--- config.mk ---
export PLATFORM = sky130hd
export DESIGN_NAME = ddr3_pdzq_core
export DESIGN_NICKNAME = d
export VERILOG_FILES = /design/src/pdzq_pkg.sv /design/src/ddr3_pdzq_core.sv /design/src/zq_engine.sv
export VERILOG_INCLUDE_DIRS = /design/src
export SDC_FILE = /design/constraint.sdc
export NUM_CORES = 1
export LEC_CHECK = 0
export BUFFER_PORTS_ARGS = -buffer_cell sky130_fd_sc_hd__buf_4
export CAP_MARGIN = 15
export CORE_ASPECT_RATIO = 1.75
export CORE_MARGIN = 3
export CORE_UTILIZATION = 56
export DETAILED_ROUTE_END_ITERATION = 10
export GPL_TIMING_DRIVEN = 0
export PLACE_DENSITY = 0.81
export SLEW_MARGIN = 20
export SYNTH_ARGS = -nofsm -noshare
export SYNTH_HDL_FRONTEND = slang
export SYNTH_SLANG_ARGS = --single-unit
export TNS_END_PERCENT = 100
--- constraint.sdc ---
create_clock -name CORE_CLK -period 6.1 [get_ports CORE_CLK]
set_input_delay 1.22 -clock CORE_CLK [delete_from_list [all_inputs] [get_ports CORE_CLK]]
set_output_delay 1.22 -clock CORE_CLK [all_outputs]
set_load 0.01 [all_outputs]
--- src/pdzq_consts.svh ---
`ifndef PDZQ_CONSTS_SVH
`define PDZQ_CONSTS_SVH
`define CLK_PERIOD_NS     10
`define ZQCS_CYC          8'h40
`define ZQOPER_CYC        16'h0100
`define ZQINIT_CYC        16'h0200
`define ZQ_CORR_STEP      6'h01
`define ZQ_CODE_MID       6'h20
`define CMD_DES           4'hF
`define CMD_NOP           4'h7
`define CMD_ACT           4'h3
`define CMD_PRE           4'h2
`define CMD_REF           4'h1
`define CMD_ZQ            4'h6
`define ZQ_LONG_BIT       10
`define BANKS             8
`endif

--- src/pdzq_pkg.sv ---
package pdzq_pkg;
  typedef enum logic [2:0] {
    ST_IDLE   = 3'b000,
    ST_APD    = 3'b001,
    ST_PPD    = 3'b010,
    ST_ZQ     = 3'b011,
    ST_SREF   = 3'b100
  } pd_state_t;
  typedef enum logic [1:0] {
    ZQ_NONE  = 2'b00,
    ZQ_INIT  = 2'b01,
    ZQ_OPER  = 2'b10,
    ZQ_SHORT = 2'b11
  } zq_kind_t;
endpackage

--- src/ddr3_pdzq_core.sv ---
// Function
// Controller holds power-down at least tPD
// Controller waits tXP before refresh after exit
// Controller waits tXPDLL before next power-down
// Early entry after refresh: NOP until tRFC
// ACT/NOP/DES/open-bank PRE enter active power-down
// Long calibration used at init and anytime
// Completed calibration updates driver and termination
// First long calibration after reset gets tZQinit
// Later long calibrations get tZQoper
// Short calibration completes within tZQCS
// Short calibration corrects error within 64 cycles
// Controller keeps channel idle during calibration
// Calibration current path off when done
// Controller precharges all banks before calibration
// Calibration may overlap DLL lock after self-refresh
// No automatic calibration on self-refresh exit
// No calibration earlier than tXS after exit
// Shared resistor windows never overlap
// CKE held high during calibration
// Termination disabled during calibration
// DQ bus high impedance during calibration
// CKE edges with NOP/DES enter, exit power-down
// Open bank gives active, else precharge power-down
// Controller keeps timing counts as down-counters
`timescale 1ns/100ps
`include "pdzq_consts.svh"
module ddr3_pdzq_core
  import pdzq_pkg::*;
(
  input  wire logic       CORE_CLK,
  input  wire logic       RST_N,
  input  wire logic       CLK_EN,
  input  wire logic       CKE,
  input  wire logic [3:0] CMD,
  input  wire logic [2:0] BANK,
  input  wire logic       ADDR_A10,
  input  wire logic       SREF_ENTRY,
  input  wire logic       ZQ_CMP_HI,
  output logic            PD_ACTIVE,
  output logic            PD_PRECHARGE,
  output logic            IN_SREF,
  output logic            ZQ_BUSY,
  output logic            ZQ_CUR_EN,
  output logic            ZQ_DONE,
  output logic [5:0]      DRV_CODE,
  output logic [5:0]      ODT_CODE,
  output logic            DQ_OE_N,
  output logic            CMD_VIOLATION
);
  logic            cke_s1_reg;
  logic            cke_s2_reg;
  logic            cke_prev_reg;
  logic [`BANKS-1:0] open_reg;
  pd_state_t       state_reg;
  logic            first_long_reg;
  logic            zq_start;
  zq_kind_t        zq_kind;
  logic            zq_busy_w;
  logic            zq_done_w;
  logic [5:0]      zq_code_w;
  logic            nop_like;
  logic            cmp_s1_reg;
  logic            cmp_s2_reg;

  // NOP and deselect are the only commands legal around power-down CKE edges and self-refresh exit
  function automatic logic is_nop(input logic [3:0] c);
    return (c == `CMD_NOP) || (c == `CMD_DES);
  endfunction

  // Two-stage synchroniser on CKE pin
  always_ff @(posedge CORE_CLK) begin
    if (!RST_N) begin
      cke_s1_reg   <= 1'b0;
      cke_s2_reg   <= 1'b0;
      cke_prev_reg <= 1'b0;
    end else if (CLK_EN) begin
      cke_s1_reg   <= CKE;
      cke_s2_reg   <= cke_s1_reg;
      cke_prev_reg <= cke_s2_reg;
    end
  end

  // Comparator settles off the clock; two stages before the engine uses it
  always_ff @(posedge CORE_CLK) begin
    if (!RST_N) begin
      cmp_s1_reg <= 1'b0;
      cmp_s2_reg <= 1'b0;
    end else if (CLK_EN) begin
      cmp_s1_reg <= ZQ_CMP_HI;
      cmp_s2_reg <= cmp_s1_reg;
    end
  end

  assign nop_like = is_nop(CMD);

  // Open-bank tracking
  always_ff @(posedge CORE_CLK) begin
    if (!RST_N) begin
      open_reg <= '0;
    end else if (CLK_EN && cke_s2_reg && state_reg == ST_IDLE) begin
      if (CMD == `CMD_ACT) begin
        open_reg[BANK] <= 1'b1;
      end else if (CMD == `CMD_PRE) begin
        if (ADDR_A10) begin
          open_reg <= '0;
        end else begin
          open_reg[BANK] <= 1'b0;
        end
      end
    end
  end

  // Power-down and self-refresh sequencing
  always_ff @(posedge CORE_CLK) begin
    if (!RST_N) begin
      state_reg <= ST_IDLE;
    end else if (CLK_EN) begin
      case (state_reg)
        ST_IDLE: begin
          // Self-refresh request wins, even while calibrating; power-down entry while calibrating only flags a violation
          if (cke_prev_reg && !cke_s2_reg && SREF_ENTRY) begin
            state_reg <= ST_SREF;
          end else if (cke_prev_reg && !cke_s2_reg && nop_like && !zq_busy_w) begin
            if (open_reg != '0) begin
              state_reg <= ST_APD;
            end else begin
              state_reg <= ST_PPD;
            end
          end
        end
        ST_APD, ST_PPD: begin
          if (cke_s2_reg && nop_like) begin
            state_reg <= ST_IDLE;
          end
        end
        ST_SREF: begin
          if (cke_s2_reg && nop_like) begin
            state_reg <= ST_IDLE;
          end
        end
        default: state_reg <= ST_IDLE;
      endcase
    end
  end

  // Calibration command decode; only explicit commands start it
  always_comb begin
    zq_start = CLK_EN && cke_s2_reg && state_reg == ST_IDLE && CMD == `CMD_ZQ;
    if (!ADDR_A10) begin
      zq_kind = ZQ_SHORT;
    end else if (first_long_reg) begin
      zq_kind = ZQ_INIT;
    end else begin
      zq_kind = ZQ_OPER;
    end
  end

  // First long calibration after reset gets the init window
  always_ff @(posedge CORE_CLK) begin
    if (!RST_N) begin
      first_long_reg <= 1'b1;
    end else if (CLK_EN && zq_start && ADDR_A10 && !zq_busy_w) begin
      first_long_reg <= 1'b0;
    end
  end

  // Window timing and code search
  zq_engine #(
    .CW (16)
  ) u_zq (
    .clk    (CORE_CLK),
    .rst_n  (RST_N),
    .ce     (CLK_EN),
    .start  (zq_start),
    .kind   (zq_kind),
    .cmp_hi (cmp_s2_reg),
    .busy   (zq_busy_w),
    .done   (zq_done_w),
    .code   (zq_code_w)
  );

  // Power-down status
  always_ff @(posedge CORE_CLK) begin
    if (!RST_N) begin
      PD_ACTIVE    <= 1'b0;
      PD_PRECHARGE <= 1'b0;
      IN_SREF      <= 1'b0;
    end else if (CLK_EN) begin
      PD_ACTIVE    <= state_reg == ST_APD;
      PD_PRECHARGE <= state_reg == ST_PPD;
      IN_SREF      <= state_reg == ST_SREF;
    end
  end

  // Calibration status; this block never drives DQ
  always_ff @(posedge CORE_CLK) begin
    if (!RST_N) begin
      ZQ_BUSY       <= 1'b0;
      ZQ_CUR_EN     <= 1'b0;
      ZQ_DONE       <= 1'b0;
      DQ_OE_N       <= 1'b1;
      CMD_VIOLATION <= 1'b0;
    end else if (CLK_EN) begin
      ZQ_BUSY      <= zq_busy_w;
      ZQ_CUR_EN    <= zq_busy_w;
      ZQ_DONE      <= zq_done_w;
      DQ_OE_N      <= 1'b1;
      // Channel must stay quiet with CKE high while calibrating
      CMD_VIOLATION <= zq_busy_w && (!cke_s2_reg || !nop_like);
    end
  end

  // Calibrated code reaches driver and termination together
  always_ff @(posedge CORE_CLK) begin
    if (!RST_N) begin
      DRV_CODE <= `ZQ_CODE_MID;
      ODT_CODE <= `ZQ_CODE_MID;
    end else if (CLK_EN) begin
      DRV_CODE <= zq_code_w;
      ODT_CODE <= zq_code_w;
    end
  end
endmodule

--- src/zq_engine.sv ---
`timescale 1ns/100ps
`include "pdzq_consts.svh"
module zq_engine
  import pdzq_pkg::*;
#(
  parameter int CW = 16
) (
  input  wire logic          clk,
  input  wire logic          rst_n,
  input  wire logic          ce,
  input  wire logic          start,
  input  wire zq_kind_t      kind,
  input  wire logic          cmp_hi,
  output logic               busy,
  output logic               done,
  output logic [5:0]         code
);
  logic [CW-1:0] cnt_reg;
  logic [5:0]    work_reg;
  always_ff @(posedge clk) begin
    if (!rst_n) begin
      cnt_reg <= '0;
      busy    <= 1'b0;
      done    <= 1'b0;
    end else if (ce) begin
      done <= 1'b0;
      if (start && !busy) begin
        busy <= 1'b1;
        case (kind)
          ZQ_INIT:  cnt_reg <= CW'(`ZQINIT_CYC);
          ZQ_OPER:  cnt_reg <= CW'(`ZQOPER_CYC);
          ZQ_SHORT: cnt_reg <= CW'(`ZQCS_CYC);
          default:  cnt_reg <= CW'(`ZQCS_CYC);
        endcase
      end else if (busy) begin
        if (cnt_reg == CW'(1)) begin
          busy <= 1'b0;
          done <= 1'b1;
        end
        cnt_reg <= cnt_reg - CW'(1);
      end
    end
  end
  // Unit correction step each busy cycle; short run still spans the whole 6-bit code range
  always_ff @(posedge clk) begin
    if (!rst_n) begin
      work_reg <= `ZQ_CODE_MID;
      code     <= `ZQ_CODE_MID;
    end else if (ce) begin
      if (busy && cmp_hi && work_reg != 6'h3F) begin
        work_reg <= work_reg + `ZQ_CORR_STEP;
      end else if (busy && !cmp_hi && work_reg != 6'h00) begin
        work_reg <= work_reg - `ZQ_CORR_STEP;
      end
      if (busy && cnt_reg == CW'(1)) begin
        code <= work_reg;
      end
    end
  end
endmodule

**After elaboration in Yosys (flattened, before gate mapping)**

Cells that the tools add are included.

- Bits in registers: 59
- Input bits: 14
- Output and inout bits: 20
- Logic and storage cells: 102

- Add/subtract/negate cells: 3
- Magnitude comparators: 2
- Equality and inequality tests: 14
- Mux-type cells: 23
- Bitwise gates (word level): 3
- Reduce and logical (&&, ||, !) cells: 37

Operator list:

| operator | number |
|---|---|
| 2-to-1 mux 16 bit | 2 |
| 2-to-1 mux 8 bit | 3 |
| one-hot mux 10 bit (2 select lines) | 1 |
| logical AND 1 bit | 19 |
| equality test 16 x 1 -> 1 bit (second input constant) | 1 |
| subtractor 16 x 1 -> 16 bit (second input constant) | 1 |
| 2-to-1 mux 6 bit | 2 |
| 2-to-1 mux 3 bit | 3 |
| bitwise AND 8 bit | 1 |
| equality test 4 x 2 -> 1 bit (second input constant) | 2 |
| equality test 4 x 3 -> 1 bit (second input constant) | 2 |
| NOT 8 bit | 1 |
| OR 8 bit | 1 |
| AND reduction 2 bit | 4 |
| nonzero test 8 bit | 1 |
| 2-to-1 mux 1 bit | 7 |
| adder 6 x 1 -> 6 bit (second input constant) | 1 |
| 2-to-1 mux 2 bit | 3 |
| != test 6 bit (second input constant) | 1 |
| one-hot mux 3 bit (2 select lines) | 1 |
| nonzero test 2 bit | 3 |
| nonzero test 6 bit | 1 |
| subtractor 6 x 1 -> 6 bit (second input constant) | 1 |
| equality test 4 bit (second input constant) | 1 |
| 15 further kinds | 19 |

**Depth between registers and ports, before layout**

Gate-level depths: netlist of run 1.

- Depth in word-level cells: 9
- Depth in mapped cells: 10

**Cells and area by module**

A second synthesis of run 1 with hierarchy kept.

- Cell total of the unflattened synthesis: 334
- Area, all modules: 2,977.9 µm²

By module, submodules not included:

| module | times used | cells an instance | area each (µm²) | sequential area each (µm²) |
|---|---|---|---|---|
| zq_engine | 1 | 175 | 1,560.2 | 600.6 |
| ddr3_pdzq_core | 1 | 159 | 1,417.6 | 580.6 |

**Worst setup path after synthesis of run 1**

No wires, ideal clock.

- Path type: input to register
- From: in CLK_EN
- To: reg u_zq.cnt_reg[11]
- Library setup time: 0.116 ns
- Arrival time: 2.534 ns
- Setup slack: 3.450 ns
- Stages on the path: 6
- Path buffers: 1
- Path through: or4b_1 buf_6 o31a_4 nor3_2 xnor2_1 nor2_2

- Word-level cells in the longest chain between the ends: 6
- Elaborated cells between the ends (all ways): 7
- Classes of those cells: mux: 1; reduce/logical: 6

Ends and longest elaborated chain:

| item | line | source |
|---|---|---|
| from (decl) | ddr3_pdzq_core.sv:33 | `input wire logic CLK_EN,` |
| logical AND 1 bit (2 in series) | ddr3_pdzq_core.sv:149 | `` zq_start = CLK_EN && cke_s2_reg && state_reg == ST_IDLE && CMD == `CMD_ZQ; `` |
| logical AND 1 bit (no source line) | -- |  |
| logical AND 1 bit | zq_engine.sv:27 | `if (start && !busy) begin` |
| nonzero test 2 bit (no source line) | -- |  |
| AND reduction 2 bit (no source line) | -- |  |
| to (signal assigned) | zq_engine.sv:30 | `` ZQ_INIT: cnt_reg <= CW'(`ZQINIT_CYC); `` |
| to (signal assigned) | zq_engine.sv:31 | `` ZQ_OPER: cnt_reg <= CW'(`ZQOPER_CYC); `` |
| to (signal assigned) | zq_engine.sv:32 | `` ZQ_SHORT: cnt_reg <= CW'(`ZQCS_CYC); `` |
| to (decl) | zq_engine.sv:18 | `logic [CW-1:0] cnt_reg;` |

Parallel ways exist; a longest one is shown, timed or not.
A chain may end at the register's enable or synchronous reset.

**Worst setup path after layout of run 1**

- From: reg u_zq.busy
- To: reg u_zq.work_reg[4]

- Word-level cells in the longest chain between the ends: 4
- Elaborated cells between the ends (all ways): 7
- Classes of those cells: mux: 1; reduce/logical: 6

Ends and longest elaborated chain:

| item | line | source |
|---|---|---|
| from (decl) | zq_engine.sv:14 | `output logic busy,` |
| from (signal assigned) | zq_engine.sv:23 | `busy <= 1'b0;` |
| from (signal assigned) | zq_engine.sv:28 | `busy <= 1'b1;` |
| from (signal assigned) | zq_engine.sv:37 | `busy <= 1'b0;` |
| logical AND 1 bit, on equally long branches (2 in series) | zq_engine.sv:52, zq_engine.sv:50 |  |
| nonzero test 2 bit (no source line) | -- |  |
| AND reduction 2 bit (no source line) | -- |  |
| to (signal assigned) | zq_engine.sv:47 | `` work_reg <= `ZQ_CODE_MID; `` |
| to (signal assigned) | zq_engine.sv:51 | `` work_reg <= work_reg + `ZQ_CORR_STEP; `` |
| to (signal assigned) | zq_engine.sv:53 | `` work_reg <= work_reg - `ZQ_CORR_STEP; `` |
| to (decl) | zq_engine.sv:19 | `logic [5:0] work_reg;` |

Parallel ways exist; a longest one is shown, timed or not.

==> results of run 1 <==
## per-stage QoR
stage | setup WS (ns) | std cells | util (%)
2_1_floorplan | 3.45 | 334 | -
3_3_place_gp | 3.20 | 419 | 64.1
4_1_cts | 3.47 | 434 | 68.4
5_1_grt | 3.29 | 434 | 68.4
6_report | 3.45 | 434 | 68.4
3_5_place_dp | 3.16 | 419 | 64.1
## path summary, 6_finish.rpt
path	from	to
max	u_zq.busy	u_zq.work_reg[4]
min	first_long_reg	first_long_reg
max reg2reg	u_zq.busy	u_zq.work_reg[4]
min reg2reg	first_long_reg	first_long_reg
## cell families (layout without fill, tap and decap cells)
logic type                 Yosys count  count (layout)  synth area share, %
DFF                                 59              59                 40.5
xor gates and xnor gates            15              15                 4.50
buffers and inverters               30              76                 5.49
and+or+nand+nor                    135             135                 24.2
AOI/OAI and AO/OA                   62              62                 13.3
adders and majority gates            7               7                 3.26
other                                1               1                0.129
muxes                               25              25                 8.62
## tightest hold or removal path, cell delays in order (launching register included)
cell,delay (ns)
dfxtp_1,0.32
nand2_1,0.05
nand2_1,0.04
## metal layers
layer | track usage [%] | part of all wire, % | vias up
met5 | 0 | 0 | -
met4 | 15.5 | 4.9 | 0
met3 | 5.23 | 3.6 | 30
met2 | 41.0 | 53 | 59
met1 | 25.4 | 38 | 1195
li1 | - | - | 1255
## report_power, final
group	internal, mW	switching [mW]	total, mW	leakage (nW)
combinational	0.0164	0.0268	0.0432	0.860
clock	0.237	0.154	0.391	0.108
sequential	0.387	0.00210	0.389	0.476
total	0.641	0.183	0.824	1.44
## cells in the final DEF, fill, tap and decap left out, types with 8 or more instances in the layout
cell type and instances:
clkbuf_8 10, dfxtp_1 59, nor2_1 58, buf_4 39
inv_1 8, a31oi_1 8, o21ai_0 14, nand2_1 14
nand3_1 11, mux2i_1 24, xor2_1 10, a21oi_1 23
## cell type report
type,instances,area share (%)
multi-input cells,245,45.9
clock inverters,5,2.26
repair buffers,31,6.78
plain buffers,21,3.68
flip-flops and latches,59,34.4
well taps,54,1.97
clock buffers,10,4.01
inverters,9,0.984
==> metrics.txt, run 1 <==
status complete, no violations; Clock Path Buffers 2; max-slew violation count 0; CTS Hold Bufs 0; Worst Skew 0.00659 ns; maximum vdd drop 0.217 mV; final setup fails 0; crit start category flip-flop; Max-slew headroom 48.3%; clk root buf clkbuf_8; synth warn 0; total CTS buffers 9; Worst path depth 8; Die Y 101 um; DP Area 3220 um2; post-CTS setup buffer count 0; register area share after synthesis 40.5%; Synth top cells by count dfxtp_1, nor2_1, mux2i_1; final wirelength 6610 um; count leader, synth dfxtp_1; proportion of layout cells with a drive suffix above 1 18.2%; Yosys top cell area share 40.5%; grt total ovfl 0; Worst Path Arrival 2.93 ns; # diodes 0; Register-to-Register Path Depth 8; largest net degree at the start of global routing 11; Buf+Inv Stages, Crit Path 1; io pins 34; Rows 34; Top FF cell, synth dfxtp_1; Max Cap Viol 0; Die Width 60.6 um; Synth cell types 52; final instance area 3430 um2; Post-synth ARST share 0%; Crit. End Element flip-flop; Starting DRT DRC Count 126; Port Buffers 31; max reg flops 16; Worst Hold Depth 2; first drt pass iteration count 4; Pleak 1.44 nW; crit-path max FO 10; post-CTS sizing 0; Pwr Total 0.824 mW; starting density of the core 58.1%; vias in the first global route 2,517; CTS tree done; die area 6140 um2; global-route wire length before repair 11,000 um; CTS H-tree lvls 3; Synth area leader dfxtp_1; DR WL/cell 15.2 um; RSZ-0062 raised after global routing no; post-synthesis cell count 334; worst slew pin tran 0.764 ns; Max stage delay on crit path 0.45 ns; number of synthesized flops with an enable pin 0; Power Density 240 nW/um2; residual DRC count 0; Via density 5.85; Clk pin slew, worst setup/hold paths 0.07 ns; multi-input logic area 1580 um2; Tmin final 2.65 ns; # fillers 440; syn_area_per_cell 8.73 um2; clk_lat worst skew 0.34 ns; final net count 397; CP top delay family simple AND/OR/NAND/NOR gates; register area 1180 um2; Crit-path slowest cell or3b_2; via count 2,539; Fin Setup TNS 0 ns; GP Congestion 0.873; Synth Register Bits 59; Cell Chain, Critical Path clkbuf_1 > nand3_1 > ha_1 > nor2b_1 > o21a_1 > o21ai_0 > or3b_2 > a21oi_1; Final Hold Viols 0; hpwl dp 4820 um; Net Count, Synth 355; Sink Count 59; fmax 0.377 GHz; initial antenna violation count 0; top post-synthesis cells by area dfxtp_1, mux2i_1, nor2_1; Worst Path Required 6.38 ns; reg2reg setup slack 3.45 ns; Worst Setup Path Type flip-flop to flip-flop; Tot GR Track Use 23.9%; hold slack 0.457 ns; Routed Antenna Nets 0; Core ar. 5020 um2; Final period util 43.5%; synth-to-layout area growth 17.7%; Hold WC Path Type flip-flop to flip-flop; Netlist Area Pre-Place 2920 um2
Note: power is estimated with default switching activity, not from simulation.
==> run 2, diff against run 1 <==
==> constraint.sdc (replaced) <==
create_clock -name CORE_CLK -period 2.7 [get_ports CORE_CLK]
set_input_delay 0.54 -clock CORE_CLK [delete_from_list [all_inputs] [get_ports CORE_CLK]]
set_output_delay 0.54 -clock CORE_CLK [all_outputs]
set_load 0.01 [all_outputs]
==> run 2 against run 1 <==
  * First-iteration DRC count unchanged
  * Sequential share of layout area is essentially flat
  * Highest routed layer unchanged
  * Setup slack worse by 3.2 ns
  * Clock power increased by 130%
  * Hold slack worse by 0.013 ns
  * Non-clock buffer count stayed put
==> metrics.txt, run 2 (synthesized netlist as in run 1, its figures left out) <==
register area 1180 um2; Crit-path slowest cell fa_1; CTS Hold Bufs 0; Sink Count 59; Die Y 101 um; worst r2r src u_zq.work_reg[1]; final setup fails 0; CTS tree done; # diodes 0; Net Switching 0.411 mW; Routed Antenna Nets 0; initial antenna violation count 0; largest net degree at the start of global routing 11; CTS H-tree lvls 3; reg2reg end u_zq.work_reg[4]; final wirelength 6600 um; final net count 397; Clk pwr share 47.4%; CP top delay family simple AND/OR/NAND/NOR gates; global-route wire length before repair 11,000 um; P_int 1.45 mW; worst slew pin tran 0.767 ns; Clk pin slew, worst setup/hold paths 0.07 ns; maximum vdd drop 0.490 mV; Worst Path Arrival 2.76 ns; Worst Path Required 2.98 ns; max reg flops 16; status complete, no violations; Crit. End Element flip-flop; commonest non-fill, non-tap cell in the layout dfxtp_1; first drt pass iteration count 4; DP Area 3220 um2; Port Buffers 31; Worst Skew 0.00648 ns; reg2reg setup slack 0.21 ns; Hold WC Path Type input port to flip-flop; via count 2,541; io pins 34; Most Frequent Cell on Critical Path nand3_1; Pwr Total 1.86 mW; clk_lat worst skew 0.34 ns; Rows 34; Hold Path End cmp_s1_reg; Tmin final 2.49 ns; fin cells 434; grt total ovfl 0; proportion of layout cells with a drive suffix above 1 18.4%; Max-slew headroom 48.1%; Max stage delay on crit path 0.43 ns; synth-to-layout area growth 17.7%; Max Cap Viol 0; clk root buf clkbuf_8; die area 6140 um2; starting density of the core 58.1%; Cell Chain, Critical Path and4_1 > nand3_1 > nand3_1 > inv_1 > fa_1 > nor2b_1 > o21a_1 > nor3_1 > or3b_2 > a21oi_1; Clock Path Buffers 2; Buf+Inv Stages, Crit Path 1; Tot GR Track Use 23.9%; RSZ-0062 raised after global routing no; DR WL/cell 15.2 um; GP Congestion 0.873; hpwl dp 4820 um; Worst Hold Depth 3; Starting DRT DRC Count 126; Hold Path Origin ZQ_CMP_HI; sequential power share 47.3%; max-slew violation count 0; switch share 22.1%; Via density 5.85; Die Width 60.6 um; total CTS buffers 9; Worst Setup Path Type flip-flop to flip-flop; final instance area 3430 um2; placed instance count 419; crit-path max FO 6; # fillers 439; Final Core Density 68.4%; crit start category flip-flop; Pleak 1.45 nW; Final Hold Viols 0; Gate power share 5.2%; Power Density 541 nW/um2; Fin Setup TNS 0 ns; commonest cells after routing, fill and taps aside dfxtp_1, nor2_1, buf_4; residual DRC count 0; vias in the first global route 2,517; Core ar. 5020 um2; Final period util 92.1%; multi-input logic area 1580 um2; fmax 0.402 GHz; Register-to-Register Path Depth 10
## run 2: cell count changes in the layout (fill, tap and decap cells not counted)
| cell | previous run | this run |
|---|---|---|
| clkbuf_1 | 5 | 4 |
| clkbuf_2 | 0 | 1 |
## run 2: how the worst max path moves through the flow
stage / start / cells after the start / slack (ns) / to
after global routing: u_zq.work_reg[0] / 10 / 0.02 / u_zq.work_reg[4]
after floorplan: u_zq.busy / 8 / 0.43 / u_zq.work_reg[4]
after global placement: u_zq.busy / 8 / 0.13 / u_zq.work_reg[4]
final: u_zq.work_reg[1] / 10 / 0.21 / u_zq.work_reg[4]
after detailed placement: u_zq.busy / 8 / 0.09 / u_zq.work_reg[4]
after CTS: u_zq.busy / 8 / 0.07 / u_zq.work_reg[4]
## run 2: what timing repair did
item	CTS	global route
setup endpoints to repair	0	2
setup buffers	0	0
gates resized for setup	0	2
## run 2: layout make-up
class                   count  area share (%)
plain buffers              21            3.72
clock buffers              10            4.01
clock inverters             5            2.26
inverters                   9           0.984
multi-input cells         245            45.9
flip-flops and latches     59            34.4
well taps                  54            1.97
repair buffers             31            6.78
## run 2: stage by stage
step / worst slack (ns) / hold slack (ns)
2_1_floorplan: 0.434 / 0.427
3_3_place_gp: 0.126 / 0.437
3_5_place_dp: 0.0917 / 0.452
4_1_cts: 0.0702 / 0.435
5_1_grt: 0.0233 / 0.462
6_report: 0.213 / 0.443
## run 2: layer usage
metal / track usage (%) / up-vias / wire (um)
li1: - / 1255 / -
met1: 25.4 / 1190 / 2500
met2: 41.0 / 66 / 3520
met3: 5.23 / 30 / 262
met4: 15.5 / 0 / 321
met5: 0 / - / 0
## run 2: power groups by stage
stage	Sequential (mW)	Combinational (mW)	Clock, mW
after floorplan	0.898	0.0599	0
after global placement	0.899	0.0948	0
after detailed placement	0.899	0.0965	0
after CTS	0.880	0.0978	0.896
after global routing	0.880	0.107	0.936
final	0.880	0.0975	0.881
## run 2: worst register-to-register path, delay by kind of cell (launching register included)
family | cells | cell delay (ns)
fa+ha+maj | 1 | 0.43
compound gates | 2 | 0.28
buf+inv | 1 | 0.13
flops | 1 | 0.42
simple gates | 6 | 1.17
